`src/uef_pkg.sv`:
```
/*
  Shared constants of the endpoint FIFO, byte count and frame number register block.
  Assumes an 8-bit special-function-register bus with byte addresses.
*/
package uef_pkg;

  // Register addresses on the special-function-register bus
  localparam logic [7:0] UEF_ADDR_FRAME_LOW = 8'hBA;
  localparam logic [7:0] UEF_ADDR_FRAME_HIGH = 8'hBB;
  localparam logic [7:0] UEF_ADDR_FIFO_DATA = 8'hCF;
  localparam logic [7:0] UEF_ADDR_BYTE_COUNT = 8'hE2;

  // Field positions in the frame-number high register
  localparam int UEF_FRAME_HIGH_LSB = 0;
  localparam int UEF_FRAME_HIGH_MSB = 2;
  localparam int UEF_FRAME_HIGH_RSVD_BIT = 3;
  localparam int UEF_CHECK_BAD_BIT = 4;
  localparam int UEF_CHECK_GOOD_BIT = 5;

  // Field positions in the byte-count register
  localparam int UEF_BYTE_COUNT_MSB = 6;
  localparam int UEF_BYTE_COUNT_RSVD_BIT = 7;

  // Widths
  localparam int UEF_DATA_W = 8;
  localparam int UEF_FRAME_W = 11;
  localparam int UEF_COUNT_W = 7;
  localparam int UEF_EP_W = 2;

  // Sizes
  localparam int UEF_NUM_EP = 3;
  localparam int UEF_FIFO_DEPTH = 16;

  // Reset values
  localparam logic [7:0] UEF_RST_FRAME_LOW = 8'h00;
  localparam logic [2:0] UEF_RST_FRAME_HIGH = 3'h0;
  localparam logic [6:0] UEF_RST_BYTE_COUNT = 7'h00;
  localparam logic UEF_RST_CHECK_FLAG = 1'b0;
  localparam logic [7:0] UEF_READ_ZERO = 8'h00;

endpackage

```
`src/uef_fifo.sv`:
```
/*
  Synchronous first-in first-out buffer with valid/ready on both sides.
  Assumes one clock; the enable freezes every flip-flop while low.
*/
`timescale 1ns/100ps
module uef_fifo #(
  parameter int WIDTH = 8,
  parameter int DEPTH = 16
) (
  input wire logic i_clock,
  input wire logic i_rst_n,
  input wire logic i_enable,
  input wire logic i_in_valid,
  output logic o_in_ready,
  input wire logic [WIDTH-1:0] i_in_data,
  output logic o_out_valid,
  input wire logic i_out_ready,
  output logic [WIDTH-1:0] o_out_data
);
  localparam int AW = (DEPTH > 1) ? $clog2(DEPTH) : 1;

  logic [WIDTH-1:0] mem [DEPTH];
  logic [AW:0] wr_ptr_r;
  logic [AW:0] rd_ptr_r;
  logic full;
  logic empty;
  logic push;
  logic pop;

  // Extra pointer bit tells full from empty when the indices match
  assign empty = (wr_ptr_r == rd_ptr_r);
  assign full = (wr_ptr_r[AW-1:0] == rd_ptr_r[AW-1:0]) && (wr_ptr_r[AW] != rd_ptr_r[AW]);
  assign o_in_ready = ~full;
  assign o_out_valid = ~empty;
  assign push = i_enable & i_in_valid & ~full;
  assign pop = i_enable & i_out_ready & ~empty;
  assign o_out_data = mem[rd_ptr_r[AW-1:0]];

  always_ff @(posedge i_clock) begin
    if (push) begin
      mem[wr_ptr_r[AW-1:0]] <= i_in_data;
    end
  end

  always_ff @(posedge i_clock or negedge i_rst_n) begin
    if (!i_rst_n) begin
      wr_ptr_r <= '0;
      rd_ptr_r <= '0;
    end else begin
      if (push) begin
        wr_ptr_r <= wr_ptr_r + 1'b1;
      end
      if (pop) begin
        rd_ptr_r <= rd_ptr_r + 1'b1;
      end
    end
  end

endmodule

```
`src/uef_regs.sv`:
```
/*
  Endpoint FIFO access, received byte count and start-of-frame number registers
  of a full-speed USB function, seen from the microcontroller register bus.
  Assumes the serial engine on the same clock delivers packet events as one-cycle
  pulses, and that the endpoint select comes from the endpoint select register.
*/
`timescale 1ns/100ps

// Behaviour
// Register data write pushes, read pops, one byte of the selected endpoint FIFO.
// Byte count shows bytes received after Data PID of last packet, selected endpoint.
// Byte-count bit 7 and frame-high bit 3 always read zero.
// Low frame register shows frame number bits 7..0, read-only, resets zero.
// High frame register bits 2..0 show frame bits 10..8, resets zero.
// Good-check flag set after start-of-frame with intact frame number.
// Bad-check flag set after start-of-frame with corrupted frame number.
// Start-of-frame interrupt pulses right after the start-of-frame PID.
// Byte count resets to zero; FIFO data has no defined reset value.
// Frame number registers update only on intact start-of-frame packets.
// Exactly one check flag set per start-of-frame; the other cleared.
module uef_regs #(
  parameter int NUM_EP = uef_pkg::UEF_NUM_EP,
  parameter int FIFO_DEPTH = uef_pkg::UEF_FIFO_DEPTH
) (
  input wire logic i_clock,
  input wire logic i_arst_n,
  input wire logic i_clk_en,
  // Register bus
  input wire logic [7:0] i_sfr_addr,
  input wire logic i_sfr_wr,
  input wire logic i_sfr_rd,
  input wire logic [uef_pkg::UEF_DATA_W-1:0] i_sfr_wdata,
  output logic [uef_pkg::UEF_DATA_W-1:0] o_sfr_rdata,
  input wire logic [uef_pkg::UEF_EP_W-1:0] i_endpoint_select,
  // Start-of-frame events from the serial engine
  input wire logic i_sof_pid,
  input wire logic i_sof_done,
  input wire logic [uef_pkg::UEF_FRAME_W-1:0] i_sof_frame,
  input wire logic i_sof_crc_ok,
  output logic o_sof_irq,
  // Received data packets from the serial engine
  input wire logic [uef_pkg::UEF_EP_W-1:0] i_rx_ep,
  input wire logic i_rx_data_pid,
  input wire logic i_rx_valid,
  output logic o_rx_ready,
  input wire logic [uef_pkg::UEF_DATA_W-1:0] i_rx_byte,
  input wire logic i_rx_end,
  // Bytes to transmit toward the serial engine
  input wire logic [uef_pkg::UEF_EP_W-1:0] i_tx_ep,
  output logic o_tx_valid,
  input wire logic i_tx_ready,
  output logic [uef_pkg::UEF_DATA_W-1:0] o_tx_byte
);
  import uef_pkg::*;

  localparam logic [UEF_COUNT_W-1:0] COUNT_MAX = '1;

  logic rst_meta_r;
  logic rst_sync_r;
  logic rst_n;

  logic [UEF_FRAME_W-1:0] frame_r;
  logic check_good_r;
  logic check_bad_r;
  logic sof_irq_r;
  logic [UEF_DATA_W-1:0] rdata_r;
  logic [UEF_DATA_W-1:0] rdata_nxt;

  logic sel_ok;
  logic rx_ep_ok;
  logic tx_ep_ok;
  logic cpu_fifo_wr;
  logic cpu_fifo_rd;

  logic [NUM_EP-1:0] in_valid;
  logic [NUM_EP-1:0] in_ready;
  logic [NUM_EP-1:0] out_valid;
  logic [NUM_EP-1:0] out_ready;
  logic [UEF_DATA_W-1:0] in_data [NUM_EP];
  logic [UEF_DATA_W-1:0] out_data [NUM_EP];
  logic [UEF_COUNT_W-1:0] run_count_r [NUM_EP];
  logic [UEF_COUNT_W-1:0] byte_count_r [NUM_EP];
  logic [NUM_EP-1:0] rx_take;

  // Reset is released through two flops so the release is clean to this clock
  always_ff @(posedge i_clock or negedge i_arst_n) begin
    if (!i_arst_n) begin
      rst_meta_r <= 1'b0;
      rst_sync_r <= 1'b0;
    end else begin
      rst_meta_r <= 1'b1;
      rst_sync_r <= rst_meta_r;
    end
  end

  // Internal reset lags the pin by two edges; the first access must wait for it
  assign rst_n = rst_sync_r;

  // Endpoint numbers beyond the implemented set reach no FIFO
  assign sel_ok = (32'(i_endpoint_select) < NUM_EP);
  assign rx_ep_ok = (32'(i_rx_ep) < NUM_EP);
  assign tx_ep_ok = (32'(i_tx_ep) < NUM_EP);

  // Reserved bits have no storage; writes to read-only addresses are ignored
  // Register access decode
  assign cpu_fifo_wr = i_clk_en & i_sfr_wr & (i_sfr_addr == UEF_ADDR_FIFO_DATA) & sel_ok;
  assign cpu_fifo_rd = i_clk_en & i_sfr_rd & (i_sfr_addr == UEF_ADDR_FIFO_DATA) & sel_ok;

  genvar ep;
  generate
    for (ep = 0; ep < NUM_EP; ep++) begin : g_ep
      logic cpu_wr_here;
      logic cpu_rd_here;
      logic rx_here;
      logic tx_here;

      assign cpu_wr_here = cpu_fifo_wr && (32'(i_endpoint_select) == ep);
      assign cpu_rd_here = cpu_fifo_rd && (32'(i_endpoint_select) == ep);
      assign rx_here = rx_ep_ok && (32'(i_rx_ep) == ep);
      assign tx_here = tx_ep_ok && (32'(i_tx_ep) == ep);

      // CPU write pushes; it wins the port, so the link is stalled meanwhile
      assign in_valid[ep] = cpu_wr_here | (rx_here & i_rx_valid);
      assign in_data[ep] = cpu_wr_here ? i_sfr_wdata : i_rx_byte;
      assign rx_take[ep] = rx_here & i_rx_valid & ~cpu_wr_here & in_ready[ep] & i_clk_en;

      // CPU read pops; the transmit drain waits a cycle when they collide
      assign out_ready[ep] = cpu_rd_here | (tx_here & i_tx_ready);

      uef_fifo #(
        .WIDTH(UEF_DATA_W),
        .DEPTH(FIFO_DEPTH)
      ) u_fifo (
        .i_clock(i_clock),
        .i_rst_n(rst_n),
        .i_enable(i_clk_en),
        .i_in_valid(in_valid[ep]),
        .o_in_ready(in_ready[ep]),
        .i_in_data(in_data[ep]),
        .o_out_valid(out_valid[ep]),
        .i_out_ready(out_ready[ep]),
        .o_out_data(out_data[ep])
      );

      // Count bytes after the Data PID, latch at packet end
      // Saturates instead of wrapping, so an oversize packet reads full scale
      always_ff @(posedge i_clock or negedge rst_n) begin
        if (!rst_n) begin
          run_count_r[ep] <= UEF_RST_BYTE_COUNT;
        end else if (i_clk_en && rx_here) begin
          if (i_rx_data_pid) begin
            run_count_r[ep] <= UEF_RST_BYTE_COUNT;
          end else if (rx_take[ep] && run_count_r[ep] != COUNT_MAX) begin
            run_count_r[ep] <= run_count_r[ep] + 1'b1;
          end
        end
      end

      // Byte count resets to zero
      // FIFO memory has no reset, so its data is undefined until written
      always_ff @(posedge i_clock or negedge rst_n) begin
        if (!rst_n) begin
          byte_count_r[ep] <= UEF_RST_BYTE_COUNT;
        end else if (i_clk_en && rx_here && i_rx_end) begin
          // A byte taken in the end cycle still belongs to the packet
          if (rx_take[ep] && run_count_r[ep] != COUNT_MAX) begin
            byte_count_r[ep] <= run_count_r[ep] + 1'b1;
          end else begin
            byte_count_r[ep] <= run_count_r[ep];
          end
        end
      end
    end
  endgenerate

  // The link sees a stall whenever the CPU owns the target FIFO port
  logic rx_stall;
  logic tx_stall;

  assign rx_stall = cpu_fifo_wr && (i_endpoint_select == i_rx_ep);
  assign tx_stall = cpu_fifo_rd && (i_endpoint_select == i_tx_ep);

  always_comb begin
    o_rx_ready = 1'b0;
    if (rx_ep_ok) begin
      o_rx_ready = in_ready[i_rx_ep] & ~rx_stall;
    end
  end

  always_comb begin
    o_tx_valid = 1'b0;
    o_tx_byte = UEF_READ_ZERO;
    if (tx_ep_ok) begin
      o_tx_valid = out_valid[i_tx_ep] & ~tx_stall;
      o_tx_byte = out_data[i_tx_ep];
    end
  end

  // Interrupt pulse follows the PID, before frame number and check exist
  always_ff @(posedge i_clock or negedge rst_n) begin
    if (!rst_n) begin
      sof_irq_r <= 1'b0;
    end else if (i_clk_en) begin
      sof_irq_r <= i_sof_pid;
    end
  end

  assign o_sof_irq = sof_irq_r;

  // Frame number kept on a corrupted packet
  always_ff @(posedge i_clock or negedge rst_n) begin
    if (!rst_n) begin
      frame_r <= {UEF_RST_FRAME_HIGH, UEF_RST_FRAME_LOW};
    end else if (i_clk_en && i_sof_done && i_sof_crc_ok) begin
      frame_r <= i_sof_frame;
    end
  end

  // One flag per reception, the other cleared
  always_ff @(posedge i_clock or negedge rst_n) begin
    if (!rst_n) begin
      check_good_r <= UEF_RST_CHECK_FLAG;
      check_bad_r <= UEF_RST_CHECK_FLAG;
    end else if (i_clk_en && i_sof_done) begin
      check_good_r <= i_sof_crc_ok;
      check_bad_r <= ~i_sof_crc_ok;
    end
  end

  // Register images, built once so the read mux only selects
  logic [UEF_DATA_W-1:0] frame_low_view;
  logic [UEF_DATA_W-1:0] frame_high_view;
  logic [UEF_DATA_W-1:0] count_view;
  logic [UEF_DATA_W-1:0] fifo_view;

  // Low frame byte
  assign frame_low_view = frame_r[UEF_DATA_W-1:0];

  // High frame bits, check flags, reserved zero
  always_comb begin
    frame_high_view = UEF_READ_ZERO;
    frame_high_view[UEF_FRAME_HIGH_MSB:UEF_FRAME_HIGH_LSB] = frame_r[UEF_FRAME_W-1:UEF_DATA_W];
    frame_high_view[UEF_FRAME_HIGH_RSVD_BIT] = 1'b0;
    frame_high_view[UEF_CHECK_BAD_BIT] = check_bad_r;
    frame_high_view[UEF_CHECK_GOOD_BIT] = check_good_r;
  end

  // Count in low bits, reserved top bit zero
  always_comb begin
    count_view = UEF_READ_ZERO;
    if (sel_ok) begin
      count_view[UEF_BYTE_COUNT_MSB:0] = byte_count_r[i_endpoint_select];
    end
    count_view[UEF_BYTE_COUNT_RSVD_BIT] = 1'b0;
  end

  // Head byte of the selected FIFO, popped in the same cycle
  // An empty FIFO answers stale memory and its pointer stays put
  always_comb begin
    fifo_view = UEF_READ_ZERO;
    if (sel_ok) begin
      fifo_view = out_data[i_endpoint_select];
    end
  end

  // Read data mux; unmapped addresses answer zero
  always_comb begin
    rdata_nxt = UEF_READ_ZERO;
    case (i_sfr_addr)
      UEF_ADDR_FRAME_LOW: begin
        rdata_nxt = frame_low_view;
      end
      UEF_ADDR_FRAME_HIGH: begin
        rdata_nxt = frame_high_view;
      end
      UEF_ADDR_FIFO_DATA: begin
        rdata_nxt = fifo_view;
      end
      UEF_ADDR_BYTE_COUNT: begin
        rdata_nxt = count_view;
      end
      default: begin
        rdata_nxt = UEF_READ_ZERO;
      end
    endcase
  end

  // Read data is held until the next read so the CPU may sample it late
  always_ff @(posedge i_clock or negedge rst_n) begin
    if (!rst_n) begin
      rdata_r <= UEF_READ_ZERO;
    end else if (i_clk_en && i_sfr_rd) begin
      rdata_r <= rdata_nxt;
    end
  end

  assign o_sfr_rdata = rdata_r;

endmodule

```
`config.mk`:
```
export PLATFORM = sky130hd
export DESIGN_NAME = uef_regs
export DESIGN_NICKNAME = d
export VERILOG_FILES = /design/src/uef_pkg.sv /design/src/uef_fifo.sv /design/src/uef_regs.sv
export SDC_FILE = /design/constraint.sdc
export NUM_CORES = 1
export LEC_CHECK = 0
export BUFFER_PORTS_ARGS = -buffer_cell sky130_fd_sc_hd__clkbuf_2
export CORE_UTILIZATION = 53
export CTS_BUF_LIST = sky130_fd_sc_hd__clkbuf_8
export DETAILED_ROUTE_END_ITERATION = 6
export HOLD_SLACK_MARGIN = 0.05
export PLACE_DENSITY = 0.72
export SETUP_SLACK_MARGIN = 0.05
export SLEW_MARGIN = 30
export SYNTH_ARGS = -nofsm -noshare
export SYNTH_HDL_FRONTEND = slang
export SYNTH_SLANG_ARGS = --single-unit
```
`constraint.sdc`:
```
create_clock -name i_clock -period 2.68 [get_ports i_clock]
set_input_delay 0.134 -clock i_clock [delete_from_list [all_inputs] [get_ports i_clock]]
set_output_delay 0.134 -clock i_clock [all_outputs]
set_load 0.005 [all_outputs]
```
Word-level counts from Yosys, hierarchy flattened
Memories as Yosys holds them, arrays and structs flattened. Cells that the tools add are included.

Bits in registers: 96. Bits in latches: 0. Memory bits (writable): 384. Bits in read-only memories: 0. Input port bits: 53. Output and inout bits: 19. Word-level logic and storage cells: 183. Memories kept: 3.

Memories: g_ep[0].u_fifo.mem (depth 16, bits a word 8, rd ports 1, clocked after memory_dff 0, wr ports 1, RTL line uef_fifo.sv:22) `logic [WIDTH-1:0] mem [DEPTH];`; g_ep[1].u_fifo.mem (depth 16, bits a word 8, rd ports 1, clocked after memory_dff 0, wr ports 1, RTL line uef_fifo.sv:22); g_ep[2].u_fifo.mem (depth 16, bits a word 8, rd ports 1, clocked after memory_dff 0, wr ports 1, RTL line uef_fifo.sv:22).

Add/sub/neg operators: 9. Multiply operators: 0. Divide/modulo/power cells: 0. Order comparisons: 7. Equal/unequal tests: 24. Shift-type cells: 0. Multiplexer cells: 34. Bitwise operators: 55. Reductions and logical operators: 32.

Operators with widths (number): 8-bit 2-to-1 mux (9); 7-bit 2-to-1 mux (9); 1-bit AND (35); 8-bit binary-select mux with 2-bit select (2); 8-bit equality test (second input constant) (4); 8-bit one-hot mux with 4 select lines (1); 5-bit by 1-bit adder with 5-bit output (second input constant) (6); 1-bit logical AND (29); 7-bit by 1-bit adder with 7-bit output (second input constant) (3); 7-bit inequality test (second input constant) (3); 5-bit equality test (3); 7-bit binary-select mux with 2-bit select (1); 4-bit equality test (3); 1-bit NOT (12); 1-bit 2-to-1 mux (10); 2-bit by 1-bit equality test with 1-bit output (second input constant) (3); 2-bit equality test (second input constant) (3); 3-bit greater-or-equal comparator (second input constant) (2); 2-bit zero test (3); 2-bit < comparator (second input constant) (3); 2-bit by 3-bit < comparator with 1-bit output (second input constant) (2); 2-bit NOT with 3-bit output (2); 1-bit OR (6); 1-bit binary-select mux with 2-bit select (2); other kinds (2) (5).

Longest topological paths before layout
Word-level depth: 11. Mapped depth: 10. Mapped depth without buffers: 7.

By module
A second synthesis with hierarchy kept.

Cells, all modules: 1363. Area, all modules: 21122.8 sq um.

Modules (own cells, without submodules): uef_fifo (g_ep[0].u_fifo) (instances 1, cells an instance 300, area an instance 5683.0 sq um, sequential area each 4093.9 sq um); uef_fifo (g_ep[2].u_fifo) (instances 1, cells an instance 300, area an instance 5655.4 sq um, sequential area each 4093.9 sq um); uef_fifo (g_ep[1].u_fifo) (instances 1, cells an instance 300, area an instance 5652.9 sq um, sequential area each 4093.9 sq um); uef_regs (instances 1, cells an instance 463, area an instance 4131.5 sq um, sequential area each 1651.6 sq um).

Worst setup path before layout
No wires, ideal clock.

Path type: reg-to-reg. Start point: register g_ep[2].u_fifo.rd_ptr_r[0]. End point: memory g_ep[2].u_fifo.mem[0][0] (enable). Library setup time: 0.383 ns. Arrival time: 2.054 ns. Required time: 2.297 ns. Path slack: 0.243 ns. Cell stages (with the launch flop): 7. Buffers on the path: 1. Period minus slack after synthesis: 2.437 ns. Cell sequence: dfrtp_1 buf_2 xor2_1 nor4_4 a221oi_4 nand2_1 nor3_1.

Longest elaborated chain between the ends: 6.

RTL lines: start, declared (RTL line uef_fifo.sv:24) `logic [AW:0] rd_ptr_r;`; start signal, assigned (RTL line uef_fifo.sv:54) `rd_ptr_r <= rd_ptr_r + 1'b1;`; 4-bit equality test (RTL line uef_fifo.sv:32) `assign full = (wr_ptr_r[AW-1:0] == rd_ptr_r[AW-1:0]) && (wr_ptr_r[AW] != rd_ptr_r[AW]);`; 1-bit logical AND (RTL line uef_fifo.sv:32); 1-bit NOT (RTL line uef_fifo.sv:35) `assign push = i_enable & i_in_valid & ~full;`; 1-bit AND (RTL line uef_fifo.sv:35); 1-bit 2-to-1 mux (RTL line uef_fifo.sv:40) `if (push) begin`; 1-bit 2-to-1 mux (not written as such) (RTL line uef_fifo.sv:41) `mem[wr_ptr_r[AW-1:0]] <= i_in_data;`; end, declared (RTL line uef_fifo.sv:22).

No other way between the ends.

Worst setup path after layout
Start point: register g_ep[2].u_fifo.rd_ptr_r[1]. End point: output port o_tx_byte[0] (netlist bit).

Longest elaborated chain between the ends: 5.

RTL lines: memory read 16 x 8 bit; 8-bit binary-select mux with 2-bit select (RTL line uef_regs.sv:195) `o_tx_byte = out_data[i_tx_ep];`; 8-bit 2-to-1 mux (not written as such) (2 in series) (RTL line uef_regs.sv:195); 8-bit 2-to-1 mux (RTL line uef_regs.sv:193) `if (tx_ep_ok) begin`; end, declared (RTL line uef_regs.sv:52) `output logic [uef_pkg::UEF_DATA_W-1:0] o_tx_byte`.

No other way between the ends. The select of a mux whose other input is x is not followed.

==> impl_results.md <==
- Status: finished, violations left
- Failing checks: setup timing
- Share of cells above drive strength 1: 0.3062
- Initial core utilization: 0.5423
- Wire length per cell: roughly 24 microns
- FF+latch count, synth: 480
- Yosys warning count: 0
- Crit start category: flop
- Cells after synthesis: 1349
- Detailed Route Iter0 Violations: around 1400
- Max Buffers Root-to-Sink: 3
- Final wirelength: approximately 50000 microns
- Die Span Y: about 200 microns
- CTS Sinks: 480
- CTS Buf Count: 76
- Delay of the slowest critical-path stage: between 0.5 and 0.6 ns
- CP Cell Sequence: buf_4 > bufbuf_16 > mux4_2 > mux2i_2 > a21oi_1 > a21oi_1 > o22ai_2 > clkbuf_2
- Die area: 0.04072 sq mm
- Hold WC Path Type: primary input to flop
- DR vias/cell: approximately 6
- Largest net degree at the start of global routing: between 50 and 60
- Slew margin rel.: 0.5309
- Num ports: 72
- Final net count: between 1500 and 2000
- Via count: roughly 13000
- Initial antenna violation count: 0
- # diodes: 0
- Seq/Total Area, Yosys: 0.6587
- Final count of hold timing violations: 0
- Max-Cap Viols: 0
- Final core occ: 0.6376
- Endpoints failing setup: 9
- Final cell count without fillers: approximately 2200
- Max-slew violations: 0
- Slowest cell on crit path: mux4_2
- Final antenna-violating net count: 0
- Residual DRC: 0
- Min Hold Slack: 0.08737 ns
- All-Layer GR Usage: 0.2568
- Die outline width: 201.8 microns
- Tcrit/Tclk final: 1.103
- Delay-heaviest family, CP: multiplexers
- FFs w/ async S/R, synth: 0.2000
- First-pass GRT wire length: approximately 78000 microns
- WP buf/inv: 3
- Cells taking the most area after synthesis: edfxtp_1 55%, dfrtp_1 11%, mux4_2 9.0%, mux2i_1 3.3%, mux2_2 2.4%
- Synth Flop Type: edfxtp_1
- WP data required: 2.55 ns
- Post-synth top area share: 0.5451
- Worst VDD drop: between 0.5 and 0.6 mV
- Synthesis-to-layout area growth: 17.57%
- Pre-Repair DR Iteration Count: 7
- Skew-Pair Late Insertion Delay: between 0.6 and 0.7 ns
- IO Port Bufs: 71
- Mapped Nets: ~1400
- Fillers: roughly 2800
- Critical path peak fanout: 14
- Root Driver: clkbuf_8
- Post-synth EDFFs: about 380
- Placed cells: ~2000
- Clock H-tree levels: 3
- Fmax achieved: approximately 0.34 GHz
- Num rows: about 70
- GR Overflow Total: 0
- Actual slew at the worst max-slew pin: around 0.7 ns
- Fin worst setup slack: -0.2763 ns
- TritonCTS clock tree: done
- Pleak: about 9 nW
- Final worst clock skew: ~0.037 ns
- Unrepaired setup endpoints after global routing: true
- Core footprint: a little under 0.04 sq mm
- Count of cell types in the netlist: between 80 and 90
- Kind of end point of the critical path: output pin
- Clk pin slew, worst setup/hold paths: 0.06 ns
- Critical Path AT: between 2 and 3 ns
- RD Place Congestion: 0.9036
- Post-DP HPWL: ~35000 microns
- Post-Syn Area: about 0.021 sq mm
- Syn Area/Cell: ~16 sq um
- Fin crit period: 2.956 ns
- Post-synth top area cell: edfxtp_1
- Pwr/cell area: around 900 mW/mm^2
- Vias in the first global route: between 10000 and 15000
- CP Class: flop to output pin
- Top cell by count, worst path: a21oi_1
==> layout by cell type (no fill, tap or decap), types with 23 or more instances in the layout <==
master,n
xnor2_1,23
xor2_1,32
nand2_1,121
dlygate4sd3_1,27
dfrtp_1,88
mux4_2,85
nor2_1,77
clkbuf_8,82
mux2i_1,65
inv_1,35
o21ai_0,51
buf_4,120
clkbuf_2,71
edfxtp_1,384
mux2_2,43
a21oi_1,25
==> layout make-up <==
class                   count  area [sq um]  share of cell area
inverters                  13         52.55            0.002113
repair buffers            234          1839             0.07395
clock inverters            54         320.3             0.01288
clock buffers              82          1129             0.04538
multi-input cells         786          6935              0.2789
well taps                 518         648.1             0.02606
flip-flops and latches    480         13950              0.5607
==> Yosys cell counts, types with 9 or more instances <==
cell / instances
nand4_1: 11
o21ai_0: 53
nor2b_1: 9
nor3_1: 19
xor2_1: 34
a22oi_1: 14
nor2_1: 79
and2_1: 10
inv_1: 12
nand2_1: 124
ha_1: 18
xnor2_1: 23
nand2b_1: 14
edfxtp_1: 384
mux2i_1: 69
clkbuf_1: 17
a21oi_1: 26
dfrtp_1: 96
nand3_1: 17
o22ai_1: 11
buf_2: 25
a22o_1: 10
buf_4: 11
mux2_2: 46
mux4_2: 85
==> final timing paths <==
| path | startpoint | endpoint | slack [ns] | cells after the start |
|---|---|---|---|---|
| min | i_rx_ep[1] | run_count_r[4] | 0.09 | 4 |
| max in group asynchronous | rst_n | byte_count_r[14] | 1.64 | 1 |
| min reg2reg | rst_n | g_ep[2].u_fifo.rd_ptr_r[2] | 0.29 | 0 |
| max | g_ep[2].u_fifo.rd_ptr_r[1] | o_tx_byte[0] | -0.28 | 8 |
| min in group asynchronous | rst_n | g_ep[2].u_fifo.rd_ptr_r[2] | 0.29 | 0 |
| max reg2reg | g_ep[2].u_fifo.rd_ptr_r[1] | g_ep[2].u_fifo.mem[0][0] | 0.14 | 11 |
==> sequential cells by signal, indices dropped and copies added (netlist names) <==
register	count
check_bad_r	1
g_ep.u_fifo.wr_ptr_r	15
rst_meta_r	1
rst_n	1
byte_count_r	21
run_count_r	21
o_sof_irq	1
check_good_r	1
o_sfr_rdata	8
g_ep.u_fifo.mem	384
frame_r	11
g_ep.u_fifo.rd_ptr_r	15
==> metal layers <==
layer  routed length, microns  global-route usage
met1                    21210              0.3724
met4                     1363             0.08252
met5                        0                   0
met3                     4435             0.05385
met2                    24030              0.3911
==> per-stage QoR <==
step	setup TNS [ns]	cell area, sq um	setup WS [ns]	total power [W]
after global placement	0	22650	0.1780	0.01490
after floorplan	0	21160	0.2429	0.01305
final	-1.903	24870	-0.2763	0.02174
after detailed placement	0	22650	0.2016	0.01498
after CTS	-2.116	24720	-0.2911	0.02160
after global routing	-2.690	24870	-0.3530	0.02261
==> repair_timing <==
action / 4_1_cts / 5_1_grt
resized for setup: 31 / 15
buffers inserted: 14 / 12
gates cloned: 3 / 0
hold buffers: 28 / 0
setup endpoints to repair: 10 / 148
hold endpoints to repair: 54 / 0
pin swaps: 8 / 2
==> worst register-to-register path, delay by kind of cell, from the launching register on <==
family,cells,cell delay (ns)
and+or+nand+nor,3,0.33
xor gates and xnor gates,1,0.16
AOI/OAI and AO/OA,1,0.26
DFF,1,0.45
buffers and inverters,6,1.03
==> cell families after synthesis <==
kind of cell    after synthesis  synth area share
mux                         200            0.1476
xor+xnor                     58           0.02437
other cells                   1         0.0001773
flops                       480            0.6587
compound gates              170           0.05572
simple gates                339           0.08144
fa+ha+maj                    18           0.01065
buf+inv                      83           0.02135
==> power by group <==
part,switching [W],total (W),internal [W]
Sequential,0.000406,0.00881,0.00840
Clock,0.00287,0.00593,0.00305
Combinational,0.00365,0.00700,0.00335
No activity file was read; power rests on OpenSTA's default activity.
